===== src/hdl/tpf_pkg.sv =====
// Constants and carrier types for the table pointer flash access block
package tpf_pkg;
  // Pointer geometry
  localparam int PTR_W     = 22;
  localparam int LOW_ADR_W = 21;
  localparam int HOLD_N    = 8;
  localparam int HOLD_IX_W = 3;
  localparam int ROW_LSB   = 6;
  localparam int BLK_LSB   = 3;
  localparam int BLK_W     = PTR_W - BLK_LSB;
  localparam int ROW_W     = PTR_W - ROW_LSB;
  localparam int WORD_W    = PTR_W - 1;

  // Register indices on the core register port
  localparam logic [2:0] IDX_PTR_LOW   = 3'h0;
  localparam logic [2:0] IDX_PTR_HIGH  = 3'h1;
  localparam logic [2:0] IDX_PTR_UPPER = 3'h2;
  localparam logic [2:0] IDX_LATCH     = 3'h3;
  localparam logic [2:0] IDX_CONTROL   = 3'h4;
  localparam logic [2:0] IDX_UNLOCK    = 3'h5;

  // Control register field positions
  localparam int CTL_PGM_SEL = 7;
  localparam int CTL_CFG_SEL = 6;
  localparam int CTL_ERASE   = 4;
  localparam int CTL_WRITE_ENABLE_BIT    = 2;
  localparam int CTL_START   = 1;

  // Unlock key bytes
  localparam logic [7:0] UNLOCK_KEY1 = 8'h55;
  localparam logic [7:0] UNLOCK_KEY2 = 8'hAA;

  // Reset values
  localparam logic [PTR_W-1:0] PTR_RST   = 22'h00_0000;
  localparam logic [7:0]       BYTE_RST  = 8'h00;

  // Long write duration
  localparam int PROG_TIME_US = 2000;
  localparam int CLK_MHZ      = 25;
  localparam int PROG_CYCLES  = PROG_TIME_US * CLK_MHZ;
  localparam int TMR_W        = 17;

  typedef enum logic [1:0]
  {
    TPF_PTR_KEEP    = 2'b00,
    TPF_PTR_POSTINC = 2'b01,
    TPF_PTR_POSTDEC = 2'b10,
    TPF_PTR_PREINC  = 2'b11
  } tpf_mode_type;

  typedef enum logic [1:0]
  {
    TPF_IDLE = 2'b00,
    TPF_READ = 2'b01,
    TPF_LONG = 2'b11,
    TPF_DONE = 2'b10
  } tpf_state_type;

  typedef struct packed
  {
    logic         valid;
    logic         write;
    tpf_mode_type mode;
  } tpf_op_type;

  typedef struct packed
  {
    logic prog_mem_select;
    logic configuration_select;
    logic erase_select;
    logic write_enable_bit;
    logic write_start;
  } tpf_ctrl_type;

  typedef struct packed
  {
    logic                rd;
    logic [WORD_W-1:0]   word_addr;
    logic                prog;
    logic [BLK_W-1:0]    block_addr;
    logic [HOLD_N*8-1:0] prog_data;
    logic                erase;
    logic [ROW_W-1:0]    row_addr;
  } tpf_flash_type;
endpackage


===== src/hdl/tpf_table_flash.sv =====
// Table pointer, table latch, holding registers and long write sequencer
`timescale 1ns/10ps
module tpf_table_flash
#(
  parameter int PROG_CYCLES = tpf_pkg::PROG_CYCLES
)
(
  input  wire logic                       clk_i,        // 25 MHz core clock
  input  wire logic                       sys_rst_i,    // Sync reset, high
  input  wire logic                       ce_i,         // Clock enable
  input  wire logic                       reg_wr_i,     // Register write
  input  wire logic                       reg_rd_i,     // Register read
  input  wire logic [2:0]                 reg_addr_i,   // Register index
  input  wire logic [7:0]                 reg_wdata_i,  // Write data
  output logic      [7:0]                 reg_rdata_o,  // Read data
  input  wire tpf_pkg::tpf_op_type        op_i,         // Table op request
  input  wire logic [15:0]                fl_rdata_i,   // Flash word data
  input  wire logic                       flag_clr_i,   // Clear done flag
  output tpf_pkg::tpf_flash_type          fl_o,         // Flash commands
  output logic                            busy_o,       // Op in progress
  output logic                            stall_o,      // Halt core
  output logic                            done_flag_o   // Write complete
);
  import tpf_pkg::*;

  logic [PTR_W-1:0]  ptr;
  logic [7:0]        table_latch;
  logic [7:0]        hold [HOLD_N];
  tpf_ctrl_type      ctrl;
  tpf_state_type     state;
  logic [1:0]        unlock_step;
  logic [TMR_W-1:0]  tmr;
  logic              rd_byte_sel;
  logic              long_erase;

  // Decode of the core register port
  wire wr_low    = reg_wr_i && (reg_addr_i == IDX_PTR_LOW);
  wire wr_high   = reg_wr_i && (reg_addr_i == IDX_PTR_HIGH);
  wire wr_upper  = reg_wr_i && (reg_addr_i == IDX_PTR_UPPER);
  wire wr_latch  = reg_wr_i && (reg_addr_i == IDX_LATCH);
  wire wr_ctrl   = reg_wr_i && (reg_addr_i == IDX_CONTROL);
  wire wr_unlock = reg_wr_i && (reg_addr_i == IDX_UNLOCK);

  wire op_go     = op_i.valid && (state == TPF_IDLE);
  wire idle      = (state == TPF_IDLE);

  // Pointer arithmetic stays in the low 21 bits
  // top bit kept
  wire [LOW_ADR_W-1:0] low_inc = ptr[LOW_ADR_W-1:0] + 21'h1;
  wire [LOW_ADR_W-1:0] low_dec = ptr[LOW_ADR_W-1:0] - 21'h1;
  wire [PTR_W-1:0] ptr_inc = {ptr[PTR_W-1], low_inc};
  wire [PTR_W-1:0] ptr_dec = {ptr[PTR_W-1], low_dec};

  // pre-increment uses the bumped pointer for the access
  wire [PTR_W-1:0] acc_ptr =
    (op_i.mode == TPF_PTR_PREINC) ? ptr_inc : ptr;

  logic [PTR_W-1:0] next_ptr_op;
  always_comb
  begin
    case (op_i.mode)
      TPF_PTR_KEEP:    next_ptr_op = ptr;
      TPF_PTR_POSTINC: next_ptr_op = ptr_inc;
      TPF_PTR_POSTDEC: next_ptr_op = ptr_dec;
      TPF_PTR_PREINC:  next_ptr_op = ptr_inc;
      default:         next_ptr_op = ptr;
    endcase
  end

  // three bytes form the pointer; upper keeps only 6 bits
  wire [PTR_W-1:0] next_ptr =
    wr_low   ? {ptr[PTR_W-1:8], reg_wdata_i} :
    wr_high  ? {ptr[PTR_W-1:16], reg_wdata_i, ptr[7:0]} :
    wr_upper ? {reg_wdata_i[PTR_W-17:0], ptr[15:0]} :
    op_go    ? next_ptr_op : ptr;

  // start only right after 55h, AAh with write enable
  wire start_req = wr_ctrl && reg_wdata_i[CTL_START]
                   && reg_wdata_i[CTL_WRITE_ENABLE_BIT] && (unlock_step == 2'd2)
                   && idle && !ctrl.write_start;

  // Any other register write in between loses the key pair
  wire [1:0] next_unlock =
    (wr_unlock && reg_wdata_i == UNLOCK_KEY1) ? 2'd1 :
    (wr_unlock && reg_wdata_i == UNLOCK_KEY2 && unlock_step == 2'd1)
      ? 2'd2 : 2'd0;

  // Timer width is fixed; PROG_CYCLES must stay below 2**TMR_W
  wire tmr_end = (state == TPF_LONG) && (tmr == TMR_W'(PROG_CYCLES - 1));

  // Register read mux; unlock register reads as zero
  logic [7:0] next_rdata;
  always_comb
  begin
    case (reg_addr_i)
      IDX_PTR_LOW:   next_rdata = ptr[7:0];
      IDX_PTR_HIGH:  next_rdata = ptr[15:8];
      IDX_PTR_UPPER: next_rdata = {2'b00, ptr[PTR_W-1:16]};
      IDX_LATCH:     next_rdata = table_latch;
      IDX_CONTROL:   next_rdata = {ctrl.prog_mem_select,
                                   ctrl.configuration_select, 1'b0,
                                   ctrl.erase_select, 1'b0,
                                   ctrl.write_enable_bit,
                                   ctrl.write_start, 1'b0};
      default:       next_rdata = BYTE_RST;
    endcase
  end

  // Pointer, unlock tracking and read data
  always_ff @(posedge clk_i)
  begin
    if (sys_rst_i)
    begin
      ptr         <= PTR_RST;
      unlock_step <= 2'd0;
      reg_rdata_o <= BYTE_RST;
    end
    else if (ce_i)
    begin
      ptr <= next_ptr;
      if (reg_wr_i)
        unlock_step <= next_unlock;
      if (reg_rd_i)
        reg_rdata_o <= next_rdata;
    end
  end

  // Holding bytes packed with byte 0 in the low bits
  logic [HOLD_N*8-1:0] fl_prog_bytes;

  // table write lands in the holding register by low bits
  // only a holding register changes, never the array
  genvar gi;
  generate
    for (gi = 0; gi < HOLD_N; gi++)
    begin : g_hold
      wire hit = op_go && op_i.write
                 && (acc_ptr[HOLD_IX_W-1:0] == HOLD_IX_W'(gi));
      always_ff @(posedge clk_i)
      begin
        if (sys_rst_i)
          hold[gi] <= BYTE_RST;
        else if (ce_i && hit)
          hold[gi] <= table_latch;
      end
      assign fl_prog_bytes[gi*8 +: 8] = hold[gi];
    end
  endgenerate

  // bit 0 picks high or low byte of the returned word
  wire [7:0] rd_byte = rd_byte_sel ? fl_rdata_i[15:8] : fl_rdata_i[7:0];

  // Table latch: a finished read overrides a register write
  always_ff @(posedge clk_i)
  begin
    if (sys_rst_i)
      table_latch <= BYTE_RST;
    // fetched byte goes to the latch
    else if (ce_i && state == TPF_READ)
      table_latch <= rd_byte;
    else if (ce_i && wr_latch)
      table_latch <= reg_wdata_i;
  end

  // Control register bits
  always_ff @(posedge clk_i)
  begin
    if (sys_rst_i)
    begin
      ctrl <= '0;
    end
    else if (ce_i)
    begin
      if (wr_ctrl)
      begin
        ctrl.prog_mem_select      <= reg_wdata_i[CTL_PGM_SEL];
        ctrl.configuration_select <= reg_wdata_i[CTL_CFG_SEL];
        ctrl.write_enable_bit     <= reg_wdata_i[CTL_WRITE_ENABLE_BIT];
        if (!ctrl.write_start)
          ctrl.erase_select <= reg_wdata_i[CTL_ERASE];
      end
      // software may only set the start bit
      if (start_req)
        ctrl.write_start <= 1'b1;
      else if (state == TPF_DONE)
        ctrl.write_start <= 1'b0;
      // erase select drops when the erase ends
      if (state == TPF_DONE && long_erase)
        ctrl.erase_select <= 1'b0;
    end
  end

  // Sequencer: read fetch and timed long write
  always_ff @(posedge clk_i)
  begin
    if (sys_rst_i)
    begin
      state       <= TPF_IDLE;
      tmr         <= '0;
      rd_byte_sel <= 1'b0;
      long_erase  <= 1'b0;
      fl_o        <= '0;
      busy_o      <= 1'b0;
      stall_o     <= 1'b0;
    end
    else if (ce_i)
    begin
      fl_o.rd    <= 1'b0;
      fl_o.prog  <= 1'b0;
      fl_o.erase <= 1'b0;
      case (state)
        TPF_IDLE:
        begin
          if (start_req)
          begin
            state      <= TPF_LONG;
            tmr        <= '0;
            busy_o     <= 1'b1;
            // core held for the whole timed cycle
            stall_o    <= 1'b1;
            long_erase <= reg_wdata_i[CTL_ERASE];
            fl_o.erase    <= reg_wdata_i[CTL_ERASE];
            fl_o.row_addr <= ptr[PTR_W-1:ROW_LSB];
            // all eight bytes go at once
            fl_o.prog       <= !reg_wdata_i[CTL_ERASE];
            fl_o.block_addr <= ptr[PTR_W-1:BLK_LSB];
            fl_o.prog_data  <= fl_prog_bytes;
          end
          // A read in the launch cycle is dropped; the core stalls anyway
          else if (op_go && !op_i.write)
          begin
            state <= TPF_READ;
            busy_o <= 1'b1;
            // top bit reaches the flash to pick the ID space
            // low 21 bits address main memory
            fl_o.rd        <= 1'b1;
            fl_o.word_addr <= acc_ptr[PTR_W-1:1];
            rd_byte_sel    <= acc_ptr[0];
          end
        end
        TPF_READ:
        begin
          state  <= TPF_IDLE;
          busy_o <= 1'b0;
        end
        TPF_LONG:
        begin
          tmr <= tmr + TMR_W'(1);
          if (tmr_end)
            state <= TPF_DONE;
        end
        TPF_DONE:
        begin
          state   <= TPF_IDLE;
          busy_o  <= 1'b0;
          stall_o <= 1'b0;
        end
        default:
          state <= TPF_IDLE;
      endcase
    end
  end

  // sticky flag, a new completion beats a clear
  always_ff @(posedge clk_i)
  begin
    if (sys_rst_i)
      done_flag_o <= 1'b0;
    else if (ce_i && state == TPF_DONE)
      done_flag_o <= 1'b1;
    else if (ce_i && flag_clr_i)
      done_flag_o <= 1'b0;
  end
endmodule


===== config.mk =====
export PLATFORM = sky130hd
export DESIGN_NAME = tpf_table_flash
export DESIGN_NICKNAME = d
export VERILOG_FILES = /design/src/hdl/tpf_pkg.sv /design/src/hdl/tpf_table_flash.sv
export SDC_FILE = /design/constraint.sdc
export NUM_CORES = 1
export LEC_CHECK = 0
export BUFFER_PORTS_ARGS = -buffer_cell sky130_fd_sc_hd__buf_2
export CAP_MARGIN = 20
export CORE_MARGIN = 5
export CORE_UTILIZATION = 53
export CTS_BUF_LIST = sky130_fd_sc_hd__clkbuf_4 sky130_fd_sc_hd__clkbuf_8
export CTS_CLUSTER_DIAMETER = 60
export DETAILED_ROUTE_END_ITERATION = 6
export GPL_TIMING_DRIVEN = 0
export PLACE_DENSITY = 0.76
export SYNTH_ARGS = -nofsm -noshare
export SYNTH_HDL_FRONTEND = slang
export SYNTH_SLANG_ARGS = --single-unit

===== constraint.sdc =====
create_clock -name clk_i -period 2.4 [get_ports clk_i]
set_input_delay 0.48 -clock clk_i [delete_from_list [all_inputs] [get_ports clk_i]]
set_output_delay 0.48 -clock clk_i [all_outputs]
set_load 0.05 [all_outputs]

==> run summary, run 1 <==
The worst-case IR drop observed on VDD is 0.000340 V. Number of design rule violations left after detail routing: 0. The run gives 23,800 um as the sum of net half-perimeters after detailed placement. First-pass GRT wire length: 51,500 um.

STA puts the critical path data required time at 2.83 ns. After technology mapping, the gate count stands at 1,227. The die covers 0.0241 sq mm.

In the final layout, flip-flops and latches occupy 0.00545 sq mm. For this block, the via count after detailed routing is 10,100. The placer congestion estimate is 0.983. By area the synthesized netlist is led by sky130_fd_sc_hd__dfxtp_1 31%, sky130_fd_sc_hd__edfxtp_1 17%, sky130_fd_sc_hd__nand2_1 7.2%, sky130_fd_sc_hd__a21oi_1 5.3%, sky130_fd_sc_hd__and2_1 4.1%.

The run gives 171 as the number of placed I/O pins. The worst setup path is of the register to register kind. The final cycle utilization of the critical path is 97.0%.

Setup repair after global routing could not meet its margin everywhere. The highest-utilization routing layer at the global route stage is met2. The H-tree was split into 2 levels. The number of enable-type register cells in the synthesized netlist was 64; the count of routing violations after the opening detailed-route iteration was 892. Buffers inserted to repair hold after CTS numbered 0. Utilization after layout: 64.7%. The cell area that synthesis handed to floorplanning was 0.0112 sq mm. The clock passes through at most 3 buffers.

In this run the standard cell core region covers 0.0209 sq mm. Static timing analysis puts the maximum clock frequency at 430 MHz. Leaving out fill and tap cells, the most frequent cell in the layout is sky130_fd_sc_hd__nand2_1. Share of cells above drive strength 1: 24.5%. STA classifies the critical path startpoint as a register.

TritonCTS built the clock tree. The clock reaches the later pin of the worst-skew pair after 0.56 ns. Relative to the synthesized area, the layout overhead comes to 20.7%.

The initial core utilization is 53.6%, and the number of global-route vias before repair is 9,496. The logs give 0.0135 sq mm for the final design instance area without fill and 1,272 for the synthesized netlist net count. In this run, distinct cell masters in the synthesized netlist total 80. In the layout the commonest cells are 213 x sky130_fd_sc_hd__nand2_1, 182 x sky130_fd_sc_hd__buf_2, 175 x sky130_fd_sc_hd__dfxtp_1, 117 x sky130_fd_sc_hd__a21oi_1, 96 x sky130_fd_sc_hd__nor2_1. The logs give 0 for the final number of setup-violating endpoints and 41 for the TritonCTS buffer count.

The tools report the leakage power figure as 5.21 nW. The worst hold path belongs to the class input port to register. The final setup slack of the worst path is 0.0719 ns, and the row count is 53. The most frequently used flop master after synthesis was sky130_fd_sc_hd__dfxtp_1. The tree is rooted in a sky130_fd_sc_hd__clkbuf_8. The met1 capacity usage during global routing is 35.9%, and the met3 usage is 6.62%. The cell area reported after detailed placement is 0.0124 sq mm, and the share of Yosys cell area claimed by the top area cell type is 31.4%. The logs give 0 for the initial antenna violation count and 0.0242 ns for the clock skew after layout. The multi-input combinational cells in the finished layout cover a total of 0.00530 sq mm. Along the worst path, the maximum fanout reaches 8. Entering global routing, the biggest net connects 12 pins. For the sequential area share after synthesis, the log shows 48.6%. The tightest hold path in the finished design has a slack of 0.227 ns. Global routing used 26.9% of the available tracks across all layers. The clock net in this run drives a total of 240 sinks.

The largest area contributor in the synthesized netlist is sky130_fd_sc_hd__dfxtp_1. The logs give 25.8% for the remaining max-slew budget at the tightest pin and 0 for the number of warning messages in the yosys log. Averaged over all synthesized cells, the footprint is 9.13 sq um. The design draws 0.00938 W.

OpenSTA, run right after detailed placement, puts the worst setup slack at -0.661 ns. For the finished layout, the period the worst path requires is 2.33 ns. Dividing the detail-routed wire length by the instance count gives 19.4 um. The number of antenna diodes in the final layout is 0. The run finished with clean final reports.

The transition time at the pin with the least slew margin works out to 1.11 ns. At the end of the flow, the number of nets in the layout was 1,488. The proportion of register bits with asynchronous set or reset after synthesis is 0%, and the critical path data arrival time is 2.75 ns.

The count of TritonRoute iterations in the first routing pass was 5; the max-cap check violation count was 0. Dividing total power by cell area gives a power density of 693 mW/mm^2. The number of fill cells is 1,811. The number of register bits inferred by synthesis is 240. For met2 alone, demand over resource in global routing was 42.3%. Global routing finished with a remaining overflow of 0.

The logs give 0 for the total count of max-transition violations in the final report and 0 for the number of hold violations in the final report. The tools report the wire length reported by the detailed router as 33,900 um. The clock slew at the register clock pins of the worst setup and hold paths is 0.06 ns, and the die outline width is 155 um.

The detail route stage leaves a number of antenna-violating nets equal to 0. The die is 155 um tall. The worst setup path is captured at a register.

The count of buffers from port buffering works out to 166. Dividing the detail-routed via count by the number of cells gives 5.79.
-- where the power goes --
| group | leakage (nW) | switching, W | internal (W) |
|---|---|---|---|
| sequential | 2.09 | 0.0000964 | 0.00428 |
| clock | 0.439 | 0.00167 | 0.00197 |
| combinational | 2.68 | 0.000883 | 0.000481 |
| total | 5.21 | 0.00265 | 0.00673 |
-- worst paths after layout --
path / to / cells past startpoint / startpoint / slack [ns]
hold reg to reg: fl_o[34]$_SDFFE_PP0P_ / 2 / fl_o[34]$_SDFFE_PP0P_ / 0.45
setup / recovery: hold[0][31]$_SDFFCE_PN0P_ / 6 / ptr[0]$_SDFFE_PP0P_ / 0.07
setup reg to reg: hold[0][31]$_SDFFCE_PN0P_ / 6 / ptr[0]$_SDFFE_PP0P_ / 0.07
hold / removal: done_flag_o$_SDFFE_PP0P_ / 4 / flag_clr_i / 0.23
-- timing repair --
action,4_1_cts,5_1_grt
endpoints found under the setup margin,145,210
buffers inserted,2,3
pin swaps,1,4
gates resized for setup,22,44
-- layer usage --
layer	part of all wire, %	wire (um)
met1	41	13900
met2	45	15400
met3	10	3490
met4	3.4	1160
met5	0	0
-- cells by family (layout without fill, tap and decap cells) --
| group | Yosys count | count (layout) | share of synthesized area (%) |
|---|---|---|---|
| multiplexers | 31 | 31 | 3.50 |
| AND/OR/NAND/NOR | 528 | 528 | 23.3 |
| XOR/XNOR | 28 | 28 | 2.19 |
| flip-flops | 240 | 240 | 48.6 |
| buffers and inverters | 124 | 371 | 6.18 |
| AO/OA/AOI/OAI | 268 | 268 | 15.4 |
| adder cells (fa/ha/maj) | 8 | 8 | 0.893 |
-- area by class of cell --
class / count / area share, %
sequential: 240 / 40.3
timing repair buffer: 173 / 6.70
clock inverter: 14 / 0.592
clock buffer: 60 / 5.41
multi-input combinational: 863 / 39.2
buffer: 108 / 4.86
tap: 275 / 2.54
inverter: 16 / 0.444
-- flip-flops by register name (all words and copies together) (netlist names), 5 cells and up --
register / flops
reg_rdata_o: 8
ptr: 22
table_latch: 8
ctrl: 5
fl_o: 107
tmr: 17
hold: 64
-- through the flow --
step	instances	setup TNS, ns
global placement	1668	-54.73
floorplan	1227	0
CTS	1746	-0.374
global route	1749	-0.0710
detailed placement	1670	-51.97
finish	1749	0
-- critical path: stages (launching register included) --
cell	delay [ns]
sky130_fd_sc_hd__dfxtp_1	0.39
sky130_fd_sc_hd__ha_1	0.32
sky130_fd_sc_hd__nand3_1	0.21
sky130_fd_sc_hd__xor2_4	0.42
sky130_fd_sc_hd__nand2_1	0.24
sky130_fd_sc_hd__nor2_1	0.39
sky130_fd_sc_hd__and2_1	0.21
-- synthesized netlist by cell type, types with 12 or more instances --
library cell,instances
sky130_fd_sc_hd__nand2_1,214
sky130_fd_sc_hd__dfxtp_1,176
sky130_fd_sc_hd__a21oi_1,118
sky130_fd_sc_hd__nor2_1,100
sky130_fd_sc_hd__and2_1,74
sky130_fd_sc_hd__edfxtp_1,64
sky130_fd_sc_hd__clkbuf_1,46
sky130_fd_sc_hd__a211oi_1,33
sky130_fd_sc_hd__nand4_1,26
sky130_fd_sc_hd__nand3_1,25
sky130_fd_sc_hd__buf_4,23
sky130_fd_sc_hd__mux2i_1,23
sky130_fd_sc_hd__o21ai_0,22
sky130_fd_sc_hd__buf_2,18
sky130_fd_sc_hd__inv_1,16
sky130_fd_sc_hd__nor3_1,16
sky130_fd_sc_hd__xor2_1,16
sky130_fd_sc_hd__a22oi_1,14
sky130_fd_sc_hd__xnor2_1,12
Power figures use the tool's default switching activity.
==> run 2, diff against run 1 <==
--- a/config.mk
+++ b/config.mk
@@ -8,12 +8,12 @@
 export BUFFER_PORTS_ARGS = -buffer_cell sky130_fd_sc_hd__buf_2
 export CAP_MARGIN = 20
 export CORE_MARGIN = 5
-export CORE_UTILIZATION = 53
+export CORE_UTILIZATION = 64
 export CTS_BUF_LIST = sky130_fd_sc_hd__clkbuf_4 sky130_fd_sc_hd__clkbuf_8
 export CTS_CLUSTER_DIAMETER = 60
 export DETAILED_ROUTE_END_ITERATION = 6
 export GPL_TIMING_DRIVEN = 0
-export PLACE_DENSITY = 0.76
+export PLACE_DENSITY = 0.86
 export SYNTH_ARGS = -nofsm -noshare
 export SYNTH_HDL_FRONTEND = slang
 export SYNTH_SLANG_ARGS = --single-unit
==> constraint.sdc (replaced) <==
create_clock -name clk_i -period 2.94 [get_ports clk_i]
set_input_delay 0.588 -clock clk_i [delete_from_list [all_inputs] [get_ports clk_i]]
set_output_delay 0.588 -clock clk_i [all_outputs]
set_load 0.05 [all_outputs]
==> run 2 against run 1 <==
  * Non-clock buffer count decreased by 1
  * Global-route usage increased by 5.1 points
  * Power decreased by 19%
  * Die area decreased by 16%
  * Design area decreased by 2.8%
  * Critical endpoint is now hold[0][22]$_SDFFCE_PN0P_
  * Clock power decreased by 19%
  * Core utilization increased by 11 points
  * Sequential cell count unchanged
  * Final cell count decreased by 3.1%
  * Clock-buffer cell count increased by 5
  * Highest routed layer unchanged
  * Routed wire length decreased by 1.8%
  * Via count increased by 1.8%
==> run summary, run 2 (same netlist as run 1, synthesis figures left out) <==
The TritonCTS buffer count is 40 (-2.4%), and the worst vdd rail ir drop is 0.000428 V (+26%). For the hold-fix buffer count after cts, the log shows 0 (unchanged). The most frequent standard cell in the layout excluding fill and tap cells was sky130_fd_sc_hd__nand2_1. The die outline width was 142 um (-8.4%). Worst flop-to-flop path startpoint: ptr[0]$_SDFFE_PP0P_. The total number of H-tree levels came out at 2 (unchanged). For the total number of clock tree sinks, the log shows 240 (unchanged). The share of total power in sequential cells came out at 47.1% (+0.4 points). The remaining max-slew budget at the tightest pin is 24.3% (-1.5 points), and the number of buffers added for setup after CTS is 0 (-2). The worst hold path begins at flag_clr_i.

The sum of net half-perimeters after detailed placement was 23,200 um (-2.2%); the routed length on met3 was 3700 um (+6.2%). The area used by multi-input combinational logic is 0.00507 sq mm (-4.3%), and the final cycle utilization of the critical path is 93.2% (-3.8 points). The die outline area was 0.0203 sq mm (-16%). For the part of the power in combinational logic, the log shows 14.1% (-0.5 points). In the final layout, the registers with the most flip-flops are fl_o (107), hold (64), ptr (22). The row count was 48 (-9.4%); the largest buffer count on any clock path was 3 (unchanged). The count of routing violations after the opening detailed-route iteration was 1,080 (+21%); the internal power component was 0.00548 W (-19%). The count of TritonRoute iterations in the first routing pass is 6 (+1), and the final setup slack of the worst path is 0.200 ns (+0.128 ns).

For the number of nets at the end of the flow, the log shows 1,486 (-0.13%). The number of global-route vias before repair was 9,747 (+2.6%); the worst-case setup slack after placement was -0.292 ns (+0.368 ns). Number of flip-flops under the largest register name: 107 (unchanged). The flow ran to the end, and the final reports show no timing, DRC or antenna violations. The final number of setup-violating endpoints is 0 (unchanged), and the routed metal-1 wirelength is 13,000 um (-6.1%). The initial antenna violation count is 0 (unchanged), and the total power per unit cell area is 577 mW/mm^2 (-17%). The cell sitting at the root of the clock tree is a sky130_fd_sc_hd__clkbuf_8. For the global route total overflow, the log shows 0 (unchanged). Clock network latency to the later pin of the worst-skew pair: 0.55 ns (about the same). Die span in y: 142 um (-8.4%).

Worst endpoint required time: 3.11 ns (+0.28 ns). The total vias in the final route came out at 10,300 (+1.8%). The run gives 13 (+1) as the largest net degree at the start of global routing.

Placer congestion estimate: 1.00 (+2.2%). STA classifies the critical path endpoint as a register. The logs give 15,300 um (-0.18%) for the wire length on met2 and 0 (unchanged) for the remaining number of nets flagged by the antenna check after routing. The count of buffers from port buffering was 166 (unchanged). Setup repair after global routing left no endpoint under its margin. STA classifies the critical path startpoint as a register. For the count of inserted antenna diode cells, the log shows 0 (unchanged). The maximum achievable frequency is 365 MHz (-15%), and the portion of total power attributed to the clock network is 38.8% (about the same).

The minimum clock period after layout was 2.74 ns (+0.412 ns). The register with the most flip-flops in the final layout is fl_o. Leaving out fill and tap cells, the most frequent cells in the layout are 214 x sky130_fd_sc_hd__nand2_1, 189 x sky130_fd_sc_hd__buf_2, 176 x sky130_fd_sc_hd__dfxtp_1, 118 x sky130_fd_sc_hd__a21oi_1, 100 x sky130_fd_sc_hd__nor2_1.

The share of cells above drive strength 1 was 22.1% (-2.4 points); the initial core utilization was 65.0% (+11 points). The path type of the worst min-delay path was input port to register. The number of fill cells was 1,266 (-30%); the global-route usage over all layers was 32.0% (+5.1 points). The critical path starts at ptr[0]$_SDFFE_PP0P_. The register area was 0.00545 sq mm (about the same). The net switching share of the total power is 27.8% (-0.44 points), and the transition time at the pin with the least slew margin is 1.13 ns (+0.0124 ns). The tools report the first-pass GRT wire length as 51,500 um (about the same). TritonCTS built the clock tree. The clock slew at the register clock pins of the worst setup and hold paths works out to 0.06 ns (about the same). The detailed-route vias per instance is 6.09 (+5.1%), and the detailed-route wire length per cell is 19.6 um (+1.4%). The run gives 0.00211 W (-20%) as the net switching component of the power. Total count of max-transition violations in the final report: 0 (unchanged). The tools report the leakage power figure as 5.15 nW (-1.0%).

The top fanout value on the critical path was 8 (unchanged). The tools report the clock skew after layout as 0.0150 ns (-0.00921 ns). The detailed router used layers up to and including met4.

The run gives 0.0131 sq mm (-2.8%) as the final design instance area without fill. The run gives 33,300 um (-1.8%) as the wire length reported by the detailed router. Relative to the synthesized area, the layout overhead comes to 17.3%.

The logs give 0 (unchanged) for the max-cap check violation count and 171 (unchanged) for the number of placed I/O pins. The logs give 0.0123 sq mm (-0.55%) for the cell area reported after detailed placement and 2.91 ns (+0.16 ns) for the critical path data arrival time. The worst setup path is of the register to register kind.

The run gives 0.0172 sq mm (-17%) as the total core area. The logs give 0 (unchanged) for the number of hold violations in the final report and 0 (unchanged) for the number of design rule violations left after detail routing.
run 2: final timing paths:
| path | end | cells after the start | slack (ns) |
|---|---|---|---|
| setup / recovery | hold[0][22]$_SDFFCE_PN0P_ | 5 | 0.20 |
| hold / removal | done_flag_o$_SDFFE_PP0P_ | 4 | 0.34 |
| setup reg to reg | hold[0][22]$_SDFFCE_PN0P_ | 5 | 0.20 |
| hold reg to reg | fl_o[16]$_SDFFE_PP0P_ | 2 | 0.45 |
run 2: what timing repair did:
item / 4_1_cts / 5_1_grt
endpoints found under the setup margin: 8 / 2
resized for setup: 1 / 2
gates cloned: 0 / 0
run 2: through the flow:
step	utilization [%]	std cells	TNS (ns)	total power, W	hold slack (ns)
global placement	71.5	1618	-5.29	0.00465	0.438
finish	76.2	1694	0	0.00758	0.339
detailed placement	71.5	1619	-7.68	0.00466	0.442
global route	76.2	1694	0	0.00783	0.350
floorplan	-	1227	0	0.00436	0.426
CTS	76.1	1689	0	0.00757	0.330
run 2: power groups by stage:
stage	clock network, W	registers, W	logic, W
after global placement	0	0.00364	0.00101
after detailed placement	0	0.00364	0.00103
after floorplan	0	0.00370	0.000661
after global routing	0.00312	0.00358	0.00113
after CTS	0.00297	0.00357	0.00103
final	0.00294	0.00357	0.00107
run 2: final cells by class:
| class | count | area share, % |
|---|---|---|
| multi-input combinational | 863 | 38.6 |
| clock inverter | 5 | 0.343 |
| timing repair buffer | 172 | 6.55 |
| tap | 225 | 2.14 |
| sequential | 240 | 41.4 |
| buffer | 108 | 4.82 |
| inverter | 16 | 0.457 |
| clock buffer | 65 | 5.67 |
run 2: worst max-delay path, stage by stage, from the launching register on:
cell and delay (ns):
sky130_fd_sc_hd__dfxtp_1 0.41, sky130_fd_sc_hd__ha_1 0.32, sky130_fd_sc_hd__nand3_1 0.13, sky130_fd_sc_hd__xor2_1 0.52, sky130_fd_sc_hd__nand2_1 0.25, sky130_fd_sc_hd__o21ai_1 0.73
run 2: layer usage:
layer,track usage (%),up-vias
met5,0,-
met4,11.1,0
met3,6.99,113
met2,51.6,625
met1,43.0,4804
li1,-,4772
